===== config.mk =====
export PLATFORM = sky130hd
export DESIGN_NAME = mcr_bank
export DESIGN_NICKNAME = d
export VERILOG_FILES = /design/src/logic/mcr_pkg.sv /design/src/logic/mcr_fresh_if.sv /design/src/logic/mcr_fresh_flags.sv /design/src/logic/mcr_bank.sv
export SDC_FILE = /design/constraint.sdc
export NUM_CORES = 1
export LEC_CHECK = 0
export BUFFER_PORTS_ARGS = -buffer_cell sky130_fd_sc_hd__buf_4
export CAP_MARGIN = 10
export CORE_UTILIZATION = 40
export CTS_BUF_LIST = sky130_fd_sc_hd__clkbuf_4 sky130_fd_sc_hd__clkbuf_8
export CTS_CLUSTER_SIZE = 12
export DETAILED_ROUTE_END_ITERATION = 16
export PLACE_DENSITY = 0.83
export SETUP_SLACK_MARGIN = 0.5
export SLEW_MARGIN = 0
export SYNTH_ARGS = -nofsm -noshare
export SYNTH_HDL_FRONTEND = slang
export SYNTH_SLANG_ARGS = --single-unit

===== constraint.sdc =====
create_clock -name clock -period 1.55 [get_ports clock]
set_input_delay 0.155 -clock clock [delete_from_list [all_inputs] [get_ports clock]]
set_output_delay 0.155 -clock clock [all_outputs]
set_load 0.05 [all_outputs]

===== src/logic/mcr_pkg.sv =====
// Constants, field layouts and types for the monitor control register bank.
// Assumes a 2-wire serial front end that hands over decoded byte accesses.
//
// Behaviour
// - Finished conversion sets that parameter's fresh flag
// - Reading a result register clears its flag
// - Fresh flags bits 7..3: temp, supply, bias, tx, rx
// - Bias select 00/01/10 picks setpoint; 11 reserved
// - Modulation select 00/01/10 picks setpoint; 11 reserved
// - No interrupt unless global enable is set
// - Masked-in power-on raises interrupt; warm reset never
// - Power-on interrupt sets the power-on flag
// - Reading user control clears flag and interrupt
// - Writing enable one while asserted releases interrupt
// - Late mask keeps flag and interrupt until read
// - Mask, enable, bias select are nonvolatile
// - User password for control, OEM for config zero
// - User control at 255, or 222 when bit set
// - Config zero write aborts conversion, then restarts
// - Config zero nonvolatile except fault and reset bits
// - Writing reset bit one triggers warm reset; write-only
// - Zone bit: 0 internal, 1 external sensor
// - Diode fault bit reports fault; writes cannot set
// - Output enable drives outputs; reference select ground/supply
// - Voltage select codes 000..110 route monitored voltage
package mcr_pkg;

   // ------------------------------------------------------------
   // Serial and byte addresses
   // ------------------------------------------------------------
   localparam logic [7:0] MCR_SA_USER = 8'hA2;      // User page device select
   localparam logic [7:0] MCR_SA_OEM = 8'hA6;       // OEM page device select
   localparam logic [7:0] MCR_ADDR_OCFG = 8'h00;    // Config register zero
   localparam logic [7:0] MCR_ADDR_UCTL = 8'hFF;    // User control, normal place
   localparam logic [7:0] MCR_ADDR_UCTL_ALT = 8'hDE; // User control, moved place
   localparam logic [7:0] MCR_ADDR_FRESH = 8'hFD;   // Fresh flags
   // Result high bytes on the user page; index 4 is temperature, 0 receive power
   localparam logic [4:0][7:0] MCR_RES_ADDR = {8'h60, 8'h62, 8'h64, 8'h66, 8'h68};

   // ------------------------------------------------------------
   // Field positions
   // ------------------------------------------------------------
   localparam int MCR_UC_PWRON_MASK = 6; // Power-on interrupt mask
   localparam int MCR_UC_PWRON_FLAG = 5; // Power-on interrupt flag
   localparam int MCR_UC_IRQ_EN = 4; // Global interrupt enable
   localparam int MCR_UC_BIAS = 2;   // Bias select, low bit
   localparam int MCR_UC_MOD = 0;    // Modulation select, low bit
   localparam int MCR_OC_RST = 7;    // Warm reset, write-only
   localparam int MCR_OC_ZONE = 6;   // Temperature zone
   localparam int MCR_OC_FAULT = 5; // Diode fault, read-only
   localparam int MCR_OC_OE = 4;     // Output enable
   localparam int MCR_OC_MOD_REF = 3; // Modulation reference
   localparam int MCR_OC_VSEL = 0;   // Voltage select, low bit
   localparam int MCR_FR_LOW = 3;    // Lowest fresh flag bit

   // ------------------------------------------------------------
   // Reset values and codes
   // ------------------------------------------------------------
   localparam logic [7:0] MCR_UCTL_RESET = 8'h20;
   localparam logic [7:0] MCR_OCFG_RESET = 8'h00;
   localparam logic [4:0] MCR_FRESH_RESET = 5'h00;
   localparam logic [1:0] MCR_SEL_RESERVED = 2'h3;
   localparam logic [2:0] MCR_VSEL_LAST = 3'h6;

   // Power-up phase: one cycle to load nonvolatile copies, then normal running
   typedef enum logic {MCR_BOOT, MCR_RUN} mcr_phase_e;

endpackage


===== src/logic/mcr_fresh_if.sv =====
// Interface between the register bank and its fresh flag store.
// Assumes both ends sit on the same clock.
`timescale 1ns/1ps
interface mcr_fresh_if;
   logic [4:0] done;   // Conversion finished pulses, bit 4 temperature
   logic [4:0] clear;  // Result read pulses
   logic [4:0] flags;  // Stored fresh flags
   modport store (input done, input clear, output flags);
   modport bank (output done, output clear, input flags);
endinterface


===== src/logic/mcr_fresh_flags.sv =====
// Fresh-result flag store, set by conversions, cleared by result reads.
// Assumes done and clear come from logic on the same clock.
`timescale 1ns/1ps
module mcr_fresh_flags (
   input wire logic clock,
   input wire logic rstn,
   mcr_fresh_if.store fi
);
   // State record
   typedef struct packed {
      logic [4:0] flags;  // One per measured parameter
   } mcr_fresh_s;

   mcr_fresh_s st_ff;
   mcr_fresh_s nxt_st;

   // ------------------------------------------------------------
   // Flag update
   // ------------------------------------------------------------
   // A finish in the same cycle as a read keeps the flag: fresh data must not be lost
   always_comb begin
      nxt_st = st_ff;
      nxt_st.flags = (st_ff.flags & ~fi.clear) | fi.done;
   end

   // Register the record
   always_ff @(posedge clock) begin
      if (!rstn) begin
         st_ff.flags <= mcr_pkg::MCR_FRESH_RESET;
      end else begin
         st_ff <= nxt_st;
      end
   end

   assign fi.flags = st_ff.flags;
endmodule


===== src/logic/mcr_bank.sv =====
// Monitor control register bank: user control, config zero and fresh flags.
// Assumes a serial front end delivering byte reads and writes with a device
// select, and nonvolatile copies presented on nv inputs at power-up.
`timescale 1ns/1ps
module mcr_bank (
   input wire logic clock,
   input wire logic rstn,
   input wire logic [7:0] sa,
   input wire logic [7:0] addr,
   input wire logic wr_stb,
   input wire logic [7:0] wr_data,
   input wire logic rd_stb,
   output logic [7:0] rd_data,
   input wire logic user_pw_ok,
   input wire logic oem_pw_ok,
   input wire logic uctl_alt_place,
   input wire logic [4:0] conv_done,
   input wire logic alarm_irq_event,
   input wire logic diode_fault_pin,
   input wire logic [7:0] nv_uctl_in,
   input wire logic [7:0] nv_ocfg_in,
   output logic nv_wr,
   output logic [7:0] nv_uctl_out,
   output logic [7:0] nv_ocfg_out,
   output logic irq_n,
   output logic warm_reset,
   output logic conv_abort,
   output logic conv_restart,
   output logic zone_external,
   output logic out_enable,
   output logic modulation_reference_select,
   output logic [2:0] monitor_voltage_select,
   output logic [1:0] bias_setpoint_select,
   output logic [1:0] modulation_setpoint_select
);
   // ------------------------------------------------------------
   // State record
   // ------------------------------------------------------------
   typedef struct packed {
      mcr_pkg::mcr_phase_e phase;
      logic pwron_mask; // Power-on interrupt mask
      logic pwron_flag; // Power-on interrupt flag
      logic irq_en; // Global interrupt enable
      logic [1:0] bias;    // Bias setpoint select
      logic [1:0] mod_sel; // Modulation setpoint select
      logic zone;          // External temperature zone
      logic oe;            // Output enable
      logic mod_ref; // Modulation reference to supply
      logic [2:0] vsel;    // Monitored voltage select
      logic irq_pend;      // Interrupt latch
      logic irq_n;         // Interrupt pin, low active
      logic [7:0] rd_data; // Read answer
      logic warm_reset;    // Warm reset pulse
      logic conv_abort;    // Conversion abort pulse
      logic conv_restart;  // Conversion restart pulse
      logic nv_wr;         // Store nonvolatile copies pulse
      logic fault_meta; // Fault pin, first stage
      logic fault_sync; // Fault pin, second stage
   } mcr_bank_s;

   mcr_bank_s st_ff;
   mcr_bank_s nxt_st;

   // Decoded access terms, also watched by the checks below
   logic run;
   logic wr;
   logic rd;
   logic user_ok;
   logic oem_ok;
   logic uctl_hit;
   logic ocfg_hit;
   logic fresh_hit;
   logic [4:0] res_hit;

   mcr_fresh_if fi ();

   // ------------------------------------------------------------
   // Helpers
   // ------------------------------------------------------------
   // True for a setpoint select code that names a real register
   function automatic logic mcr_sel_ok(input logic [1:0] code);
      mcr_sel_ok = (code != mcr_pkg::MCR_SEL_RESERVED);
   endfunction

   // ------------------------------------------------------------
   // Address decode
   // ------------------------------------------------------------
   assign run = (st_ff.phase == mcr_pkg::MCR_RUN);
   assign wr = wr_stb && run;
   assign rd = rd_stb && run;
   // OEM password overrides the user level
   assign oem_ok = oem_pw_ok;
   assign user_ok = user_pw_ok || oem_pw_ok;
   // User control moves with the placement bit
   assign uctl_hit = (sa == mcr_pkg::MCR_SA_USER) &&
      (addr == (uctl_alt_place ? mcr_pkg::MCR_ADDR_UCTL_ALT : mcr_pkg::MCR_ADDR_UCTL));
   assign ocfg_hit = (sa == mcr_pkg::MCR_SA_OEM) && (addr == mcr_pkg::MCR_ADDR_OCFG);
   assign fresh_hit = (sa == mcr_pkg::MCR_SA_OEM) && (addr == mcr_pkg::MCR_ADDR_FRESH);

   // Result reads clear fresh flags
   always_comb begin
      for (int i = 0; i < 5; i++) begin
         res_hit[i] = (sa == mcr_pkg::MCR_SA_USER) && (addr == mcr_pkg::MCR_RES_ADDR[i]);
      end
   end

   assign fi.done = conv_done;
   assign fi.clear = rd ? res_hit : 5'h00;

   mcr_fresh_flags u_fresh (
      .clock(clock),
      .rstn(rstn),
      .fi(fi)
   );

   // ------------------------------------------------------------
   // Next state
   // ------------------------------------------------------------
   always_comb begin
      nxt_st = st_ff;
      nxt_st.rd_data = 8'h00;
      nxt_st.warm_reset = 1'b0;
      nxt_st.conv_abort = 1'b0;
      nxt_st.nv_wr = 1'b0;
      // Restart follows the abort pulse by one cycle
      nxt_st.conv_restart = st_ff.conv_abort;
      // Fault level crosses in from the analog side
      nxt_st.fault_meta = diode_fault_pin;
      nxt_st.fault_sync = st_ff.fault_meta;
      case (st_ff.phase)
         mcr_pkg::MCR_BOOT: begin
            // Nonvolatile copies come back after power-up
            nxt_st.pwron_mask = nv_uctl_in[mcr_pkg::MCR_UC_PWRON_MASK];
            nxt_st.irq_en = nv_uctl_in[mcr_pkg::MCR_UC_IRQ_EN];
            nxt_st.bias = nv_uctl_in[mcr_pkg::MCR_UC_BIAS +: 2];
            nxt_st.mod_sel = nv_uctl_in[mcr_pkg::MCR_UC_MOD +: 2];
            nxt_st.zone = nv_ocfg_in[mcr_pkg::MCR_OC_ZONE];
            nxt_st.oe = nv_ocfg_in[mcr_pkg::MCR_OC_OE];
            nxt_st.mod_ref = nv_ocfg_in[mcr_pkg::MCR_OC_MOD_REF];
            nxt_st.vsel = nv_ocfg_in[mcr_pkg::MCR_OC_VSEL +: 3];
            // The power-on event leaves the flag only when masked in
            nxt_st.pwron_flag = nv_uctl_in[mcr_pkg::MCR_UC_PWRON_MASK];
            nxt_st.irq_pend = nv_uctl_in[mcr_pkg::MCR_UC_PWRON_MASK] &&
               nv_uctl_in[mcr_pkg::MCR_UC_IRQ_EN];
            nxt_st.phase = mcr_pkg::MCR_RUN;
         end
         mcr_pkg::MCR_RUN: begin
            // Read answers; denied or unmapped reads give zero
            if (rd && uctl_hit && user_ok) begin
               // Bit 7 has no meaning to the host and returns zero
               nxt_st.rd_data = {1'b0, st_ff.pwron_mask, st_ff.pwron_flag, st_ff.irq_en,
                  st_ff.bias, st_ff.mod_sel};
               // Reading acknowledges the power-on interrupt
               nxt_st.pwron_flag = 1'b0;
               nxt_st.irq_pend = 1'b0;
            end else if (rd && ocfg_hit && oem_ok) begin
               // Reset bit is write-only and reads zero
               nxt_st.rd_data = {1'b0, st_ff.zone, st_ff.fault_sync, st_ff.oe,
                  st_ff.mod_ref, st_ff.vsel};
            end else if (rd && fresh_hit) begin
               nxt_st.rd_data = {fi.flags, 3'h0};
            end
            // User control write; the flag bit is read-only
            if (wr && uctl_hit && user_ok) begin
               nxt_st.pwron_mask = wr_data[mcr_pkg::MCR_UC_PWRON_MASK];
               nxt_st.irq_en = wr_data[mcr_pkg::MCR_UC_IRQ_EN];
               // Reserved codes are refused so the pick stays valid
               if (mcr_sel_ok(wr_data[mcr_pkg::MCR_UC_BIAS +: 2])) begin
                  nxt_st.bias = wr_data[mcr_pkg::MCR_UC_BIAS +: 2];
               end
               if (mcr_sel_ok(wr_data[mcr_pkg::MCR_UC_MOD +: 2])) begin
                  nxt_st.mod_sel = wr_data[mcr_pkg::MCR_UC_MOD +: 2];
               end
               // Setting enable while the pin is low releases it
               if (wr_data[mcr_pkg::MCR_UC_IRQ_EN] && !st_ff.irq_n) begin
                  nxt_st.irq_pend = 1'b0;
               end
               // A late mask does not touch flag or latch
               nxt_st.nv_wr = 1'b1;
            end
            // Config zero write; the fault bit cannot be written
            if (wr && ocfg_hit && oem_ok) begin
               nxt_st.zone = wr_data[mcr_pkg::MCR_OC_ZONE];
               nxt_st.oe = wr_data[mcr_pkg::MCR_OC_OE];
               nxt_st.mod_ref = wr_data[mcr_pkg::MCR_OC_MOD_REF];
               // Codes past the last source are refused
               if (wr_data[mcr_pkg::MCR_OC_VSEL +: 3] <= mcr_pkg::MCR_VSEL_LAST) begin
                  nxt_st.vsel = wr_data[mcr_pkg::MCR_OC_VSEL +: 3];
               end
               // Warm reset is a pulse only; it never raises the power-on flag
               nxt_st.warm_reset = wr_data[mcr_pkg::MCR_OC_RST];
               nxt_st.conv_abort = 1'b1;
               nxt_st.nv_wr = 1'b1;
            end
            // Other status events; a set beats a same-cycle release
            if (alarm_irq_event && nxt_st.irq_en) begin
               nxt_st.irq_pend = 1'b1;
            end
         end
         default: begin
            nxt_st.phase = mcr_pkg::MCR_BOOT;
         end
      endcase
      // Pin is held off whenever enable is clear
      nxt_st.irq_n = !(nxt_st.irq_pend && nxt_st.irq_en);
   end

   // ------------------------------------------------------------
   // Register the record
   // ------------------------------------------------------------
   always_ff @(posedge clock) begin
      if (!rstn) begin
         st_ff <= '0;
         st_ff.phase <= mcr_pkg::MCR_BOOT;
         st_ff.pwron_flag <= mcr_pkg::MCR_UCTL_RESET[mcr_pkg::MCR_UC_PWRON_FLAG];
         st_ff.zone <= mcr_pkg::MCR_OCFG_RESET[mcr_pkg::MCR_OC_ZONE];
         st_ff.irq_n <= 1'b1;
      end else begin
         st_ff <= nxt_st;
      end
   end

   // ------------------------------------------------------------
   // Outputs
   // ------------------------------------------------------------
   assign rd_data = st_ff.rd_data;
   assign nv_wr = st_ff.nv_wr;
   // Volatile bits go out as zero so a boot never restores them
   assign nv_uctl_out = {1'b0, st_ff.pwron_mask, 1'b0, st_ff.irq_en,
      st_ff.bias, st_ff.mod_sel};
   assign nv_ocfg_out = {1'b0, st_ff.zone, 1'b0, st_ff.oe, st_ff.mod_ref, st_ff.vsel};
   assign irq_n = st_ff.irq_n;
   assign warm_reset = st_ff.warm_reset;
   assign conv_abort = st_ff.conv_abort;
   assign conv_restart = st_ff.conv_restart;
   assign zone_external = st_ff.zone;
   assign out_enable = st_ff.oe;
   assign modulation_reference_select = st_ff.mod_ref;
   assign monitor_voltage_select = st_ff.vsel;
   assign bias_setpoint_select = st_ff.bias;
   assign modulation_setpoint_select = st_ff.mod_sel;
endmodule


Word-level counts from Yosys, hierarchy flattened
Index checks and enable logic that the tools add are counted.

word-level totals
  register bits = 35
  logic and storage cells = 102

operators by class
  magnitude comparators = 1
  equal/unequal tests = 17
  multiplexer cells = 24
  bitwise gates (word level) = 6
  reductions and logical operators = 33

operators with widths
  operator              count
  $eq A8 B7 Y1 const B  5
  $mux W30              1
  $pmux W14 S2          1
  $eq A8 B8 Y1 const B  3
  $mux W8               3
  $logic_and A1 B1 Y1   23
  $mux W5               3
  $mux W6               2
  $ne A2 B1 Y1 const B  6
  $mux W10              1
  $mux W1               9
  $eq A8 B8 Y1          1
  $logic_not A8 Y1      1
  $reduce_and A2 Y1     4
  $mux W2               3
  $and A5 B5 Y5         1
  $not A5 Y5            1
  $or A5 B5 Y5          1
  $reduce_or A5 Y1      1
  $ne A2 B2 Y1 const B  2
  $le A3 B3 Y1 const B  1
  $mux W3               1
  $not A1 Y1            3
  $reduce_and A3 Y1     1
  2 further kinds       3

Longest topological paths before layout
  depth after elaboration = 13
  mapped depth = 6

By module
From an unflattened synthesis, not the netlist that was laid out.

second synthesis, totals
  cell total of the unflattened synthesis = 208
  area total of the unflattened synthesis = 1951.9 um^2

modules (own cells, without submodules)
  module           instances  cells an instance  area an instance (um^2)
  mcr_bank         1          193                1745.4
  mcr_fresh_flags  1          15                 206.4

Worst setup path after synthesis
Ideal clock, no wire load.

  path type = reg2reg
  from = register st_ff, in the netlist run
  to = register st_ff, in the netlist monitor_voltage_select[0]
  arrival = 1.457 ns
  required time = 1.431 ns
  slack = -0.026 ns
  stages on the path, launching flop included = 6
  period minus slack after synthesis = 1.576 ns
  path through = dfxtp_1 inv_1 nor2_1 or4b_1 o21ai_0 o21ai_1

between the ends
  cells in the longest elaborated chain, start to end = 5
  elaborated cells between the ends (all ways) = 8

RTL lines
  item                              RTL line         source
  from (decl)                       mcr_bank.sv:61   mcr_bank_s st_ff;
  from (signal assigned)            mcr_bank.sv:219  st_ff <= nxt_st;
  $logic_and A1 B1 Y1               mcr_bank.sv:89   assign wr = wr_stb && run;
  $logic_and A1 B1 Y1 (2 in a row)  mcr_bank.sv:182  if (wr && ocfg_hit && oem_ok) begin
  $ne A2 B1 Y1 (no line)            n/a
  $reduce_and A2 Y1 (no line)       n/a

Parallel ways exist; a longest one is shown, timed or not.
A chain may end at the register's enable or synchronous reset.

Worst setup path in the final report
Ends and elaborated chain as after synthesis.

==> summary.md <==
| Metric | Value |
|---|---|
| Lkg Pwr | `1.36 nW` |
| Area share of the largest cell type after synthesis | `0.378` |
| Design Power | `2.23 mW` |
| Type of the worst setup path | `register to register` |
| Max frequency | `646 MHz` |
| Critical Path RT | `1.70 ns` |
| Yosys cell types | `42` |
| Pre-CTS setup slack | `-0.241 ns` |
| CTS Root Cell | `clkbuf_8` |
| Vias in the first global route | `1916` |
| Detailed Routing Iterations Pass 1 | `5` |
| Vias | `2076` |
| Critical path peak fanout | `4` |
| GR Util All Layers | `0.236` |
| Share of cells above drive strength 1 | `0.590` |
| Post-synth top area cell | `dfxtp_1` |
| Fin. max-slew vios | `0` |
| DIE WIDTH | `70.0 um` |
| Clk slew on worst S/H paths | `0.07 ns` |
| Worst-Skew Late Latency | `0.29 ns` |
| Initial Util | `0.420` |
| Number of buffers added on ports | `83` |
| Synthesized flop and latch total | `35` |
| Worst setup EP type | `register` |
| DR WL/cell | `17.7 um` |
| Drt drc | `0` |
| Number of diodes | `0` |
| Top-level port count | `93` |
| Final wirelength | `6.51 mm` |
| RSZ-0062 raised after global routing | `yes` |
| DR vias/cell | `5.66` |
| Worst Path Arrival | `1.70 ns` |
| Setup violators final | `0` |
| Most used flip-flop cell after synthesis | `dfxtp_1` |
| Synthesized instance count | `221` |
| Fin crit share | `0.999` |
| First-iteration detailed-routing DRC count | `146` |
| Largest net degree at the start of global routing | `22` |
| Syn-to-layout area delta | `63.7%` |
| Synth area leaders | `dfxtp_1 (38%), buf_4 (13%), o21ai_0 (5.9%), a21oi_1 (4.1%), nand2_1 (3.2%)` |
| Post-synthesis sequential area ratio | `0.378` |
| # Max-Cap Violations | `0` |
| Area of the core | `0.00441 mm2` |
| Max Root-Sink Buffers | `2` |
| Fin Clk Skew | `0.00422 ns` |
| Worst VDD drop | `0.577 mV` |
| Status | `finished, final reports clean` |
| H-tree levels | `2` |
| Post-layout min period | `1.55 ns` |
| Hold Buf Count CTS | `0` |
| PwrDens | `734 mW/mm2` |
| Area of the multi-input gates | `0.00106 mm2` |
| Die H | `70.0 um` |
| Worst Hold Class | `input pin to register` |
| Die area | `0.00491 mm2` |
| Register area | `721 um2` |
| Post-synth ARST share | `0` |
| Syn. warnings | `0` |
| First-pass GRT wire length | `9.16 mm` |
| Initial antenna violation count | `0` |
| Clock sinks | `35` |
| Final setup slack of the worst path | `0.00162 ns` |
| Dpl hpwl | `3.92 mm` |
| Final #Nets | `369` |
| Fill count | `313` |
| Number of synthesized flops with an enable pin | `0` |
| Final ANT Viol Nets | `0` |
| CTS buffer count | `5` |
| Remaining global-route overflow | `0` |
| CTS tree | `done` |
| Row count | `24` |
| Syn avg cell area | `8.38 um2` |
| Synthesized cell area | `0.00185 mm2` |
| Final count of hold timing violations | `0` |
| Routability cong. | `0.892` |
| Setup crit start kind | `register` |
[per-stage QoR]
stage | setup TNS [ns] | hold WS (ns) | util | std cells | cell area (um2)
6_report | 0 | 0.0655 | 0.687 | 367 | 3030
2_1_floorplan | -0.0688 | 0.183 | - | 224 | 1900
3_5_place_dp | -2.48 | 0.358 | 0.563 | 343 | 2480
3_3_place_gp | -1.79 | 0.359 | 0.563 | 343 | 2480
5_1_grt | -0.0781 | 0.0725 | 0.687 | 367 | 3030
4_1_cts | 0 | 0.0688 | 0.636 | 361 | 2810
[state kept, by name (all words and copies together), names as in the netlist, 2 cells and up]
signal / flops
rd_data: 8
u_fresh.fi.flags: 5
monitor_voltage_select: 3
st_ff: 3
bias_setpoint_select: 2
modulation_setpoint_select: 2
nv_uctl_out: 2
[worst paths after layout]
kind | to | startpoint | cells after the start | slack [ns]
max reg2reg | monitor_voltage_select[0]$_SDFFE_PN0P_ | run$_DFF_P_ | 6 | 0.002
max | monitor_voltage_select[0]$_SDFFE_PN0P_ | run$_DFF_P_ | 6 | 0.002
min | modulation_setpoint_select[1]$_SDFFE_PN0P_ | nv_uctl_in[1] | 3 | 0.07
min reg2reg | st_ff[0]$_SDFF_PN0_ | nxt_st[0]$_SDFF_PN0_ | 1 | 0.46
[where the power goes]
group | internal (mW) | total, mW | switching [mW]
Combinational | 0.252 | 0.577 | 0.325
Sequential | 0.940 | 0.982 | 0.0415
Clock | 0.348 | 0.668 | 0.319
[synthesized netlist by cell type (4+ instances only)]
library cell / instances
clkbuf_1: 5
buf_4: 32
o21ai_0: 22
nor2_1: 5
nor3_1: 7
o21ai_1: 5
o21ba_1: 4
dfxtp_1: 35
and2_1: 6
inv_1: 10
nand2_1: 16
a31oi_1: 7
a21oi_1: 15
a32oi_1: 5
nand3_1: 9
[cell families (layout without fill, tap and decap cells)]
family,Yosys count,in the layout,share of synthesized area
AOI/OAI and AO/OA,71,71,0.239
buffers and inverters,49,140,0.169
DFF,35,35,0.378
muxes,4,4,0.0250
other,1,4,0.00203
and+or+nand+nor,61,61,0.186
[area by class of cell]
cell class                 count  area share
multi-input combinational    140       0.350
tap                           52      0.0215
clock inverter                 1     0.00165
timing repair buffer         123       0.348
clock buffer                   6      0.0272
sequential                    35       0.238
inverter                      10      0.0136
[worst max-delay path, cell delays in order, from the launching register on]
cell        delay, ns
dfxtp_2          0.34
buf_6            0.11
clkinvlp_4       0.10
nor2_4           0.11
or4b_4           0.51
o21ai_2          0.14
o21ai_1          0.10
[layout by cell type, fill, tap and decap left out, types with 3 or more instances in the layout]
cell,count
nor2_1,4
o21ba_1,3
buf_4,88
buf_6,35
nand3_2,3
nand3_1,6
a32oi_1,5
clkbuf_8,6
a21oi_1,13
a31oi_1,5
o21ai_0,6
o21ai_2,5
nor3_1,4
o21a_1,3
o21ai_1,16
and2_1,5
nand2_1,13
inv_1,9
dfxtp_2,13
conb_1,4
dfxtp_1,21
[metal layers]
metal / global-route usage / vias up / wire length (um)
met5: 0 / - / 0
li1: - / 944 / -
met4: 0.0933 / 0 / 252
met3: 0.0577 / 33 / 494
met2: 0.410 / 121 / 3270
met1: 0.277 / 978 / 2500
[timing repair]
item	CTS	global route
setup buffers	10	6
setup endpoints to repair	38	43
gates cloned	1	0
resized for setup	51	45
pin swaps	14	11
(Power assumes the default switching activity.)
